===== src/rtl/ipc_pkg.sv =====
// Purpose: Shared constants and types of the idle and wake-up power control block
// Assumes: 10 MHz core clock, APB register access, SPI-style command link
// Notes:   Frame bytes, wake codes and control words are the device's own values
package ipc_pkg;

  // Clock and timing
  localparam int unsigned CLK_FREQ_HZ  = 10_000_000;
  localparam int unsigned BOOT_TIME_US = 6000;
  localparam int unsigned BOOT_CYCLES  = BOOT_TIME_US * (CLK_FREQ_HZ / 1_000_000);

  // Command frame bytes
  localparam logic [7:0] CMD_IDLE     = 8'h07;
  localparam logic [7:0] LEN_IDLE     = 8'h0e;
  localparam logic [7:0] IDLE_BYTES   = 8'h10;
  localparam logic [7:0] RES_OK       = 8'h00;
  localparam logic [7:0] RES_LEN_WAKE = 8'h01;
  localparam logic [7:0] ERR_LEN      = 8'h82;
  localparam logic [7:0] ERR_LEN_DATA = 8'h00;
  localparam logic [1:0] RESP_WAKE_N  = 2'h3;
  localparam logic [1:0] RESP_ERR_N   = 2'h2;

  // Wake-up source byte
  localparam logic [7:0] WSRC_FIELD    = 8'h04;
  localparam logic [7:0] WSRC_PIN      = 8'h08;
  localparam int unsigned WSRC_FLD_BIT = 2;
  localparam int unsigned WSRC_ALT_BIT = 1;
  localparam int unsigned WSRC_PIN_BIT = 3;

  // Control words
  localparam logic [15:0] ENT_HIBER    = 16'h0400;
  localparam logic [15:0] ENT_SLEEP_FD = 16'h0142;
  localparam logic [15:0] ENT_SLEEP    = 16'h0100;
  localparam logic [15:0] WUC_HIBER    = 16'h0400;
  localparam logic [15:0] WUC_SLEEP    = 16'h3800;
  localparam logic [15:0] EXIT_DEFAULT = 16'h1800;

  // APB byte offsets
  localparam logic [7:0] ADDR_CTRL     = 8'h00;
  localparam logic [7:0] ADDR_STATUS   = 8'h04;
  localparam logic [7:0] ADDR_WSRC     = 8'h08;
  localparam logic [7:0] ADDR_ENTRY    = 8'h0c;
  localparam logic [7:0] ADDR_WAKEUP   = 8'h10;
  localparam logic [7:0] ADDR_EXIT     = 8'h14;
  localparam logic [7:0] ADDR_INT_STAT = 8'h18;
  localparam logic [7:0] ADDR_INT_MASK = 8'h1c;

  // Field positions and reset values
  localparam int unsigned CTRL_CMD_EN_BIT = 0;
  localparam int unsigned CTRL_FORCE_BIT  = 1;
  localparam logic        CTRL_CMD_EN_RST = 1'h1;
  localparam logic [3:0]  INT_MASK_RST    = 4'h0;
  localparam int unsigned INT_IDLE_BIT    = 0;
  localparam int unsigned INT_WAKE_BIT    = 1;
  localparam int unsigned INT_ERR_BIT     = 2;
  localparam int unsigned INT_READY_BIT   = 3;
  localparam int unsigned STAT_PEND_BIT   = 3;
  localparam int unsigned STAT_CAUSE_LSB  = 8;
  localparam logic [4:0]  PIN_RST         = 5'h0a;

  // Power states
  typedef enum logic [2:0] {PS_PWRUP, PS_BOOT, PS_READY, PS_SLEEP, PS_HIBER} ipc_pstate_type;

endpackage


===== src/rtl/ipc_pin_sync.sv =====
// Purpose: Three-stage synchroniser for pins from outside the core clock domain
// Assumes: Inputs change slowly against CORE clock
// Notes:   Output follows only once stages two and three agree
module ipc_pin_sync #(
  parameter int unsigned    W       = 1,
  parameter logic [W-1:0]   RST_VAL = '0
) (
  input  wire logic         clk_i,
  input  wire logic         rst_n_i,
  input  wire logic [W-1:0] pin_i,
  output logic      [W-1:0] lvl_o
);
  typedef struct packed {
    logic [W-1:0] s1;
    logic [W-1:0] s2;
    logic [W-1:0] s3;
    logic [W-1:0] lvl;
  } ipc_sync_type;

  ipc_sync_type st_r, st_nxt;
  logic [W-1:0] agree;

  // Stage one feeds stage two only; the filter looks at two and three
  always_comb begin
    st_nxt    = st_r;
    agree     = ~(st_r.s2 ^ st_r.s3);
    st_nxt.s1 = pin_i;
    st_nxt.s2 = st_r.s1;
    st_nxt.s3 = st_r.s2;
    st_nxt.lvl = (st_r.s3 & agree) | (st_r.lvl & ~agree);
  end

  always_ff @(posedge clk_i or negedge rst_n_i) begin
    if (!rst_n_i) begin
      st_r <= {RST_VAL, RST_VAL, RST_VAL, RST_VAL};
    end else begin
      st_r <= st_nxt;
    end
  end

  assign lvl_o = st_r.lvl;
endmodule


===== src/rtl/ipc_link_shift.sv =====
// Purpose: Byte shifter for the serial command link, mode 0, MSB first
// Assumes: Link clock and select already synchronised to the core clock
// Notes:   Link clock period must be at least eight core clock periods
module ipc_link_shift (
  input  wire logic       clk_i,
  input  wire logic       rst_n_i,
  // Clean link levels
  input  wire logic       sck_i,
  input  wire logic       cs_n_i,
  input  wire logic       mosi_i,
  // Byte side
  input  wire logic [7:0] tx_byte_i,
  output logic      [7:0] rx_byte_o,
  output logic            rx_valid_o,
  output logic            frame_start_o,
  output logic            frame_end_o,
  // Reply pin
  output logic            miso_o,
  output logic            miso_oe_o
);
  typedef struct packed {
    logic       sck_q;
    logic       cs_q;
    logic [7:0] rx_sh;
    logic [2:0] bit_cnt;
    logic [7:0] tx_sh;
    logic [7:0] rx_byte;
    logic       rx_valid;
    logic       fstart;
    logic       fend;
    logic       miso;
    logic       oe;
    logic [1:0] reload;
  } ipc_shift_type;

  ipc_shift_type st_r, n;

  // Edge finding on the clean levels. The reply shifts just after each rise, not on the
  // fall: sync delay is half a link period, so a fall-timed change would meet the next rise.
  // The next reply byte loads two cycles after the eighth rise, once its index has moved on
  always_comb begin
    n          = st_r;
    n.sck_q    = sck_i;
    n.cs_q     = cs_n_i;
    n.rx_valid = 1'b0;
    n.reload   = {st_r.reload[0], 1'b0};
    n.fstart   = st_r.cs_q & ~cs_n_i;
    n.fend     = ~st_r.cs_q & cs_n_i;
    if (n.fstart) begin
      n.bit_cnt = 3'h0;
      n.tx_sh   = tx_byte_i;
    end else if (!cs_n_i && !st_r.sck_q && sck_i) begin
      n.rx_sh   = {st_r.rx_sh[6:0], mosi_i};
      n.bit_cnt = st_r.bit_cnt + 3'h1;
      if (st_r.bit_cnt == 3'h7) begin
        n.rx_byte   = {st_r.rx_sh[6:0], mosi_i};
        n.rx_valid  = 1'b1;
        n.reload[0] = 1'b1;
      end else begin
        n.tx_sh = {st_r.tx_sh[6:0], 1'b0};
      end
    end else if (st_r.reload[1]) begin
      n.tx_sh = tx_byte_i;
    end
    n.miso = n.tx_sh[7];
    n.oe   = ~cs_n_i;
  end

  always_ff @(posedge clk_i or negedge rst_n_i) begin
    if (!rst_n_i) begin
      st_r <= '{sck_q: 1'b0, cs_q: 1'b1, default: '0};
    end else begin
      st_r <= n;
    end
  end

  assign rx_byte_o     = st_r.rx_byte;
  assign rx_valid_o    = st_r.rx_valid;
  assign frame_start_o = st_r.fstart;
  assign frame_end_o   = st_r.fend;
  assign miso_o        = st_r.miso;
  assign miso_oe_o     = st_r.oe;
endmodule


===== src/rtl/ipc_idle_power_ctrl.sv =====
// Purpose: Idle command decode, low-power wait states and wake-up reporting
// Assumes: APB master on the core clock; link pins asynchronous to it
// Notes:   Commands other than idle are left to neighbouring blocks
//
// Design decisions made here: the register addresses and the APB slave port.

module ipc_idle_power_ctrl
  import ipc_pkg::*;
#(
  parameter int unsigned BOOT_CNT = BOOT_CYCLES,
  parameter int unsigned AW       = 8
) (
  // Clock and reset
  input  wire logic          CORE_CLK_I,
  input  wire logic          RST_N_I,
  // APB slave
  input  wire logic          PSEL_I,
  input  wire logic          PENABLE_I,
  input  wire logic          PWRITE_I,
  input  wire logic [AW-1:0] PADDR_I,
  input  wire logic [31:0]   PWDATA_I,
  output logic      [31:0]   PRDATA_O,
  output logic               PREADY_O,
  output logic               PSLVERR_O,
  // Serial command link
  input  wire logic          SPI_SCK_I,
  input  wire logic          SPI_CS_N_I,
  input  wire logic          SPI_MOSI_I,
  output logic               SPI_MISO_O,
  output logic               SPI_MISO_OE_O,
  // Wake sources
  input  wire logic          WAKE_N_I,
  input  wire logic          FIELD_DET_I,
  // Power and status
  output logic               FIELD_DET_EN_O,
  output logic               CORE_ON_O,
  output logic               SPI_SEL_O,
  output logic               RESP_RDY_O,
  output logic               IRQ_O
);
  localparam int unsigned BCW = $clog2(BOOT_CNT + 1);

  typedef struct packed {
    ipc_pstate_type  pstate;
    logic [BCW-1:0]  boot_cnt;
    logic [7:0]      bcnt;
    logic [7:0]      code;
    logic [7:0]      len;
    logic [7:0]      wsrc;
    logic [15:0]     ent;
    logic [15:0]     wuc;
    logic [15:0]     exc;
    logic            resp_pend;
    logic [1:0]      resp_n;
    logic [1:0]      tx_idx;
    logic [0:2][7:0] resp;
    logic [7:0]      cause;
    logic            cmd_en;
    logic            force_wk;
    logic [3:0]      istat;
    logic [3:0]      imask;
    logic            wake_q;
    logic [31:0]     prdata;
    logic            pready;
    logic            pslverr;
    logic            fld_en;
    logic            core_on;
    logic            spi_sel;
    logic            irq;
  } ipc_state_type;

  ipc_state_type st, n;

  logic [4:0] pin_lvl;
  logic       sck_l;
  logic       cs_n_l;
  logic       mosi_l;
  logic       wake_l;
  logic       field_l;
  logic [7:0] rx_byte;
  logic       rx_valid;
  logic       f_start;
  logic       f_end;
  logic [7:0] tx_byte;
  logic       pin_fall;
  logic       idle_go;
  logic       len_err;
  logic       fld_src;
  logic       apb_done;
  logic [7:0] addr;
  logic [3:0] ev_set;
  logic [3:0] ev_clr;

  // All asynchronous pins share one synchroniser
  ipc_pin_sync #(
    .W       (5),
    .RST_VAL (PIN_RST)
  ) u_sync (
    .clk_i   (CORE_CLK_I),
    .rst_n_i (RST_N_I),
    .pin_i   ({SPI_SCK_I, SPI_CS_N_I, SPI_MOSI_I, WAKE_N_I, FIELD_DET_I}),
    .lvl_o   (pin_lvl)
  );

  assign {sck_l, cs_n_l, mosi_l, wake_l, field_l} = pin_lvl;

  ipc_link_shift u_shift (
    .clk_i         (CORE_CLK_I),
    .rst_n_i       (RST_N_I),
    .sck_i         (sck_l),
    .cs_n_i        (cs_n_l),
    .mosi_i        (mosi_l),
    .tx_byte_i     (tx_byte),
    .rx_byte_o     (rx_byte),
    .rx_valid_o    (rx_valid),
    .frame_start_o (f_start),
    .frame_end_o   (f_end),
    .miso_o        (SPI_MISO_O),
    .miso_oe_o     (SPI_MISO_OE_O)
  );

  // Reply bytes go out by index; past the end the link reads zero
  assign tx_byte = (st.resp_pend && st.tx_idx < st.resp_n) ? st.resp[st.tx_idx] : 8'h00;

  // Whole next state of the block
  always_comb begin
    n        = st;
    idle_go  = 1'b0;
    len_err  = 1'b0;
    ev_set   = 4'h0;
    ev_clr   = 4'h0;
    addr     = 8'(PADDR_I);
    pin_fall = st.wake_q & ~wake_l;
    fld_src  = st.wsrc[WSRC_FLD_BIT] | st.wsrc[WSRC_ALT_BIT];
    apb_done = PSEL_I & PENABLE_I & st.pready;
    n.wake_q   = wake_l;
    n.force_wk = 1'b0;

    // APB answers one cycle after setup, so read data is always registered
    n.pready  = PSEL_I & ~PENABLE_I;
    n.pslverr = 1'b0;
    if (PSEL_I && !PENABLE_I) begin
      n.prdata = 32'h0;
      if (addr == ADDR_CTRL) begin
        n.prdata[CTRL_CMD_EN_BIT] = st.cmd_en;
      end else if (addr == ADDR_STATUS) begin
        n.prdata[2:0]                         = st.pstate;
        n.prdata[STAT_PEND_BIT]               = st.resp_pend;
        n.prdata[STAT_CAUSE_LSB+:8]           = st.cause;
      end else if (addr == ADDR_WSRC) begin
        n.prdata[7:0] = st.wsrc;
      end else if (addr == ADDR_ENTRY) begin
        n.prdata[15:0] = st.ent;
      end else if (addr == ADDR_WAKEUP) begin
        n.prdata[15:0] = st.wuc;
      end else if (addr == ADDR_EXIT) begin
        n.prdata[15:0] = st.exc;
      end else if (addr == ADDR_INT_STAT) begin
        n.prdata[3:0] = st.istat;
      end else if (addr == ADDR_INT_MASK) begin
        n.prdata[3:0] = st.imask;
      end else begin
        n.pslverr = 1'b1;
      end
    end
    if (apb_done && PWRITE_I) begin
      if (addr == ADDR_CTRL) begin
        n.cmd_en   = PWDATA_I[CTRL_CMD_EN_BIT];
        n.force_wk = PWDATA_I[CTRL_FORCE_BIT];
      end else if (addr == ADDR_INT_MASK) begin
        n.imask = PWDATA_I[3:0];
      end
    end else if (apb_done && addr == ADDR_INT_STAT) begin
      ev_clr = st.istat;
    end

    // Link bytes: replies are drained first, commands only when ready
    if (f_start) begin
      n.bcnt   = 8'h00;
      n.tx_idx = 2'h0;
    end
    if (rx_valid && st.resp_pend) begin
      n.tx_idx = (st.tx_idx == 2'h3) ? st.tx_idx : st.tx_idx + 2'h1;
    end else if (rx_valid && st.pstate == PS_READY && st.cmd_en) begin
      n.bcnt = (st.bcnt == 8'hff) ? st.bcnt : st.bcnt + 8'h01;
      case (st.bcnt)
        8'h00: n.code = rx_byte;
        8'h01: n.len = rx_byte;
        8'h02: n.wsrc = rx_byte;
        8'h03: n.ent[7:0] = rx_byte;
        8'h04: n.ent[15:8] = rx_byte;
        8'h05: n.wuc[7:0] = rx_byte;
        8'h06: n.wuc[15:8] = rx_byte;
        8'h07: n.exc[7:0] = rx_byte;
        8'h08: n.exc[15:8] = rx_byte;
        default: n.bcnt = n.bcnt;
      endcase
    end
    if (f_end && st.resp_pend) begin
      // A partly read reply stays pending so the host may fetch it again
      if (st.tx_idx >= st.resp_n) begin
        n.resp_pend = 1'b0;
      end
      n.tx_idx = 2'h0;
    end else if (f_end && st.pstate == PS_READY && st.cmd_en && st.bcnt != 8'h00
                 && st.code == CMD_IDLE) begin
      if (st.len == LEN_IDLE && st.bcnt == IDLE_BYTES) begin
        idle_go = 1'b1;
      end else begin
        len_err = 1'b1;
      end
    end

    // Error reply for a malformed idle frame
    if (len_err) begin
      n.resp      = {ERR_LEN, ERR_LEN_DATA, 8'h00};
      n.resp_n    = RESP_ERR_N;
      n.resp_pend = 1'b1;
      ev_set[INT_ERR_BIT] = 1'b1;
    end

    // Power state sequence
    case (st.pstate)
      PS_PWRUP: begin
        if (pin_fall || st.force_wk) begin
          n.pstate   = PS_BOOT;
          n.boot_cnt = BCW'(BOOT_CNT - 1);
        end
      end
      PS_BOOT: begin
        if (st.boot_cnt == '0) begin
          n.pstate = PS_READY;
          ev_set[INT_READY_BIT] = 1'b1;
        end else begin
          n.boot_cnt = st.boot_cnt - BCW'(1);
        end
      end
      PS_READY: begin
        if (idle_go) begin
          // Either word asking for hibernate wins, as it is the safer state
          if (st.ent == ENT_HIBER || st.wuc == WUC_HIBER) begin
            n.pstate = PS_HIBER;
          end else begin
            n.pstate = PS_SLEEP;
          end
          ev_set[INT_IDLE_BIT] = 1'b1;
        end
      end
      PS_SLEEP: begin
        if ((pin_fall && st.wsrc[WSRC_PIN_BIT]) || st.force_wk) begin
          n.pstate = PS_READY;
          n.cause  = WSRC_PIN;
        end else if (fld_src && field_l) begin
          n.pstate = PS_READY;
          n.cause  = WSRC_FIELD;
        end
      end
      PS_HIBER: begin
        // Field level is not even looked at here
        if (pin_fall || st.force_wk) begin
          n.pstate = PS_READY;
          n.cause  = WSRC_PIN;
        end
      end
      default: n.pstate = PS_PWRUP;
    endcase

    // Wake reply is built only on the way out of a wait state
    if ((st.pstate == PS_SLEEP || st.pstate == PS_HIBER) && n.pstate == PS_READY) begin
      n.resp      = {RES_OK, RES_LEN_WAKE, n.cause};
      n.resp_n    = RESP_WAKE_N;
      n.resp_pend = 1'b1;
      n.tx_idx    = 2'h0;
      ev_set[INT_WAKE_BIT] = 1'b1;
    end

    // Sticky events: a new event beats a read clear in the same cycle
    n.istat = (st.istat & ~ev_clr) | ev_set;

    // Resource enables follow the next state
    n.fld_en  = (n.pstate == PS_SLEEP) && (n.wsrc[WSRC_FLD_BIT] | n.wsrc[WSRC_ALT_BIT]);
    n.core_on = (n.pstate == PS_READY) || (n.pstate == PS_BOOT);
    n.spi_sel = (n.pstate != PS_PWRUP);
    n.irq     = |(n.istat & n.imask);
  end

  always_ff @(posedge CORE_CLK_I or negedge RST_N_I) begin
    if (!RST_N_I) begin
      st <= '{pstate: PS_PWRUP, exc: EXIT_DEFAULT, cmd_en: CTRL_CMD_EN_RST,
              imask: INT_MASK_RST, wake_q: 1'b1, default: '0};
    end else begin
      st <= n;
    end
  end

  // Top outputs straight from the state register
  assign PRDATA_O       = st.prdata;
  assign PREADY_O       = st.pready;
  assign PSLVERR_O      = st.pslverr;
  assign FIELD_DET_EN_O = st.fld_en;
  assign CORE_ON_O      = st.core_on;
  assign SPI_SEL_O      = st.spi_sel;
  assign RESP_RDY_O     = st.resp_pend;
  assign IRQ_O          = st.irq;
endmodule


===== config.mk =====
export PLATFORM = sky130hd
export DESIGN_NAME = ipc_idle_power_ctrl
export DESIGN_NICKNAME = d
export VERILOG_FILES = /design/src/rtl/ipc_pkg.sv /design/src/rtl/ipc_pin_sync.sv /design/src/rtl/ipc_link_shift.sv /design/src/rtl/ipc_idle_power_ctrl.sv
export SDC_FILE = /design/constraint.sdc
export NUM_CORES = 1
export LEC_CHECK = 0
export BUFFER_PORTS_ARGS = -buffer_cell sky130_fd_sc_hd__buf_2
export CAP_MARGIN = 20
export CORE_MARGIN = 2
export CORE_UTILIZATION = 52
export CTS_CLUSTER_SIZE = 16
export DETAILED_ROUTE_END_ITERATION = 8
export PLACE_DENSITY_LB_ADDON = 0.15
export SYNTH_ARGS = -nofsm -noshare
export SYNTH_HDL_FRONTEND = slang
export SYNTH_SLANG_ARGS = --single-unit

===== constraint.sdc =====
create_clock -name CORE_CLK_I -period 5.4 [get_ports CORE_CLK_I]
set_input_delay 0.54 -clock CORE_CLK_I [delete_from_list [all_inputs] [get_ports CORE_CLK_I]]
set_output_delay 0.54 -clock CORE_CLK_I [all_outputs]
set_load 0.02 [all_outputs]

# --- After elaboration in Yosys (flattened, before gate mapping) ---
# Cells that the tools add are included.
word_totals:
  ff_bits: 223
  input_bits: 50
  output_inout_bits: 41
  word_cells: 264
classes:
  addsub: 4
  magnitude_cmp: 3
  eq_ne: 35
  muxes: 92
  bitwise_logic: 25
  reduce_logical: 57
ops:
  columns: ["op", "n"]
  rows:
  - ["8-bit 2-to-1 mux", 23]
  - ["80-bit 2-to-1 mux", 2]
  - ["8-bit by 3-bit == test with 1-bit output, second input constant", 6]
  - ["16-bit 2-to-1 mux", 3]
  - ["8-bit by 5-bit == test with 1-bit output, second input constant", 5]
  - ["4-bit 2-to-1 mux", 10]
  - ["3-bit AND reduction", 11]
  - ["16-bit by 11-bit == test with 1-bit output, second input constant", 2]
  - ["8-bit by 4-bit == test with 1-bit output, second input constant", 4]
  - ["1-bit 2-to-1 mux", 32]
  - ["16-bit case mux with 2 select lines", 1]
  - ["29-bit 2-to-1 mux", 1]
  - ["24-bit 2-to-1 mux", 1]
  - ["3-bit 2-to-1 mux", 8]
  - ["1-bit logical AND", 19]
  - ["19-bit 2-to-1 mux", 1]
  - ["8-bit binary-select mux with 2-bit select", 1]
  - ["8-bit by 2-bit == test with 1-bit output, second input constant", 2]
  - ["16-bit logical NOT", 1]
  - ["8-bit logical NOT", 2]
  - ["8-bit case mux with 2 select lines", 1]
  - ["16-bit by 1-bit subtractor with 16-bit output, second input constant", 1]
  - ["15-bit 2-to-1 mux", 1]
  - ["3-bit case mux with 5 select lines", 1]
  - ["other kinds (39)", 77]

# --- Depth between registers and ports, before layout ---
depth:
  depth_word: 15
  mapped_depth: 8

# --- By module ---
# Synthesis repeated with hierarchy kept, for this count alone.
hier_totals:
  cells_unflattened: 815
  area_unflattened_um2: 9650.5
modules_own_cells:
  columns: ["module", "n_inst", "cells_each", "area_per_inst_um2", "seq_area_each_um2"]
  rows:
  - ["ipc_idle_power_ctrl", 1, 687, 7599.8, 3858.7]
  - ["ipc_link_shift", 1, 98, 1446.4, 827.0]
  - ["ipc_pin_sync", 1, 30, 604.3, 510.5]

# --- Worst setup path after synthesis ---
# No wires, ideal clock.
synth_path:
  path_kind: "input port to flip-flop"
  startpoint: "input port PADDR_I[7]"
  endpoint: "register st (netlist bit IRQ_O)"
  setup_time_ns: 0.134
  arrival_ns: 2.145
  required_time_ns: 5.266
  setup_slack_ns: 3.122
  stages: 5
  n_path_buf: 0
  cell_sequence: "or4b_4 -> nor4_4 -> mux2_2 -> a22oi_1 -> o211ai_2"
synth_lines:
  columns: ["element", "line", "source"]
  rows:
  - ["start: declaration", "ipc_idle_power_ctrl.sv:20", "input wire logic [AW-1:0] PADDR_I,"]
  - ["end signal: assignment", "ipc_idle_power_ctrl.sv:289", "st <= '{pstate: PS_PWRUP, exc: EXIT_DEFAULT, cmd_en: CTRL_CMD_EN_RST,"]
  - ["end signal: assignment", "ipc_idle_power_ctrl.sv:292", "st <= n;"]
  - ["end: declaration", "ipc_idle_power_ctrl.sv:72", "ipc_state_type st, n;"]

# --- Worst setup path in the final report ---
layout_path:
  startpoint: "register st[166] (netlist bit)"
  endpoint: "register st[169] (netlist bit)"
layout_via:
  elab_chain_cells: 3
  word_cells_on_any_way: 6
  cone_classes: "add/sub (1); eq/ne (1); mux (2); reduce/logical (2)"
layout_lines:
  columns: ["element", "line"]
  rows:
  - ["16-bit by 1-bit subtractor with 16-bit output / 16-bit logical NOT (equally long branches)", "ipc_idle_power_ctrl.sv:235, ipc_idle_power_ctrl.sv:231"]
  - ["16-bit 2-to-1 mux / 2-bit inequality test (equally long branches)", null]
  - ["16-bit case mux with 2 select lines / 3-bit AND reduction (equally long branches)", null]
# Parallel ways exist; a longest one is shown, timed or not. The select of a mux whose other input is x is not followed.
# A chain may end at the register's enable or synchronous reset.

==> results.txt <==
Run status: completed
Root Buffer: clkbuf_16
CTS sink count: 207
Fin Clk Skew: 0.0138 ns
Reg-to-reg setup timing slack: 2.67 ns
Global-route wire length before repair: 34000 µm
Initial core utilization: 0.530
Post-Synth Simple-Gate Area: 0.147
Distinct cell type count after synthesis: 83
Latest clock arrival within the worst-skew pair: 0.51 ns
Setup crit end: st[169]$_DFFE_PN0P_
Register Area: 5200 µm²
Reg-to-reg startpoint: st[166]$_DFFE_PN0P_
Post-Syn Area per Cell: 11.7 µm²
Share of cells above drive strength 1: 0.216
Pins Over Slew Limit: 0
Fmax: 0.366 GHz
Vias per cell: 5.94
I/O Pins: 91
Count of state elements after synthesis: 207
Largest net degree at the start of global routing: 134
Core Rows: 49
Worst hold slack: 0.133 ns
Post-synthesis sequential area ratio: 0.546
Die width: 139 µm
CTS Buf Count: 23
Adder-cell share of the synthesized area: 0.0197
Setup CP Type: reg -> reg
Pwr Density: 351 nW/µm²
Number of flops mapped to enable cells by yosys: 0
Drt wl/cell: 19.1 µm
Worst reg2reg endpoint: st[169]$_DFFE_PN0P_
XOR/XNOR share of the synthesized area: 0.00552
Post-CTS Resized: 0
Asr flop ratio synth: 1.00
Reg clk slew, reported paths: 0.06 ns
Filler cell count: 1436
Setup TNS: 0 ns
RSZ-0062 raised after global routing: no
Worst-Margin Slew: 1.05 ns
Htree depth: 1
Final cycle utilization of the critical path: 0.506
Worst slew margin: 0.298
Final ANT Viol Nets: 0
YS warnings: 0
Fin util: 0.587
CP Launch Point: st[166]$_DFFE_PN0P_
Maximum vdd drop: 0.000411 V
HPWL after DPL: 14100 µm
Multiplexer share of the synthesized area: 0.118
Syn Inst Count: 811
Port Buffers: 46
Initial antenna violation count: 0
Vias in the first global route: 6402
Max cap viols: 0
Synth area leaders: dfrtp_1 (51%), mux2_2 (6.7%), mux2_1 (3.8%)
Core footprint: 18000 µm²
Critical path fanouts, max: 13
Clock Path Buffers: 3
Synth top area share: 0.510
HP Class: in -> reg
Worst endpoint required time: 5.77 ns
DR DRC count: 0
Total grt overflow: 0
List of most frequent post-synthesis cells: dfrtp_1 (194), mux2_2 (57), nand2_1 (57), buf_4 (33), mux2_1 (32)
First-pass DRT Iterations: 7
Cell Area, Synth: 9510 µm²
Postcts setup bufs: 0
CTS Hold Buffers Added: 0
Yosys top cell by area: dfrtp_1
Nets: 897
Chip height: 139 µm
Via Count: 6426
Post-synthesis compound-gate area fraction: 0.115
Area growth, synth to finish: 10.9%
R2R cell count: 7
Largest family of logic cells by synthesized area: simple AND/OR/NAND/NOR gates
Initial DRC Count: 381
Worst path arrival time: 3.10 ns
Synth Flop Type: dfrtp_1
Final Setup Violations: 0
P_leak: 5.02 nW
Final Hold Viols: 0
Last weighted congestion value of the routability-driven placer: 0.866
Crit start category: register
Post-Route WL: 20700 µm
GRT Util Overall: 0.216
Worst setup EP type: register
Count leader, synth: dfrtp_1
Ant diodes: 0
CTS tree: built
Die area: 19400 µm²
Area of the multi-input gates: 3920 µm²
Min Tclk post-route: 2.73 ns
[placed cells by master (no fill, tap or decap), types with 21 or more instances in the layout]
master,instances
dfrtp_1,194
nand2_1,57
mux2_2,57
buf_2,45
mux2_1,32
nor2_1,31
o21ai_0,29
a21oi_1,28
a22oi_1,23
clkbuf_16,23
nor3_1,21
[logic make-up after synthesis]
family	count (synthesis)
AO/OA/AOI/OAI	158
XOR/XNOR	6
adder cells (fa/ha/maj)	16
buffers and inverters	85
flip-flops	207
multiplexers	98
other	1
AND/OR/NAND/NOR	240
[where the power goes]
group	switching (mW)	internal, mW
combinational	0.226	0.138
clock	0.607	0.981
sequential	0.100	1.65
[per-layer routing]
| metal | part of all wire | vias up | global-route usage |
|---|---|---|---|
| met3 | 0.057 | 34 | 0.0372 |
| met5 | 0 | - | 0 |
| met2 | 0.47 | 185 | 0.349 |
| li1 | - | 2976 | - |
| met1 | 0.45 | 3231 | 0.307 |
| met4 | 0.022 | 0 | 0.0569 |
[final cells by class]
cell class,count,area share
Clock buffer,31,0.0612
Multi-Input combinational cell,534,0.371
Timing Repair Buffer,51,0.0283
Sequential cell,207,0.492
Tap cell,229,0.0272
Clock inverter,11,0.0127
Inverter,19,0.00676
[critical path: stages (launching register included)]
cell and delay, ns:
dfrtp_1 0.40, inv_1 0.11, ha_1 0.22, or4b_4 0.51, nand4b_1 0.57, a21oi_2 0.54, o21bai_1 0.19, o21ai_1 0.07
[through the flow]
step,cell area [µm²],std cells,total power [mW],setup slack (ns)
after floorplan,9570,826,2.01,3.12
after global placement,9740,1038,2.11,2.73
after detailed placement,9740,1038,2.14,2.65
after CTS,10500,1080,3.74,2.69
after global routing,10600,1082,3.87,2.44
final,10600,1082,3.70,2.67
[how the worst min path moves through the flow]
stage / start / to / depth (start not counted)
2_1_floorplan: RST_N_I / CORE_ON_O$_DFF_PN0_ / 0
3_3_place_gp: u_sync.st_nxt[10]$_DFF_PN0_ / u_sync.st_nxt[5]$_DFF_PN0_ / 0
3_5_place_dp: u_sync.st_nxt[10]$_DFF_PN0_ / u_sync.st_nxt[5]$_DFF_PN0_ / 0
4_1_cts: SPI_CS_N_I / u_sync.st_nxt[13]$_DFF_PN1_ / 1
5_1_grt: SPI_MOSI_I / u_sync.st_nxt[12]$_DFF_PN0_ / 1
6_report: SPI_MOSI_I / u_sync.st_nxt[12]$_DFF_PN0_ / 1
[flip-flops by register name, summed over array words and instances (netlist names), named ones only]
register	count
RESP_RDY_O	1
u_shift.n	1
u_shift.miso_oe_o	1
PREADY_O	1
u_shift.st_r	21
PSLVERR_O	1
SPI_SEL_O	1
u_shift.frame_end_o	1
u_sync.st_nxt	10
PRDATA_O	16
u_shift.frame_start_o	1
u_sync.st_r	5
st	131
FIELD_DET_EN_O	1
CORE_ON_O	1
IRQ_O	1
u_shift.rx_byte_o	8
Power figures use the tool's default switching activity.
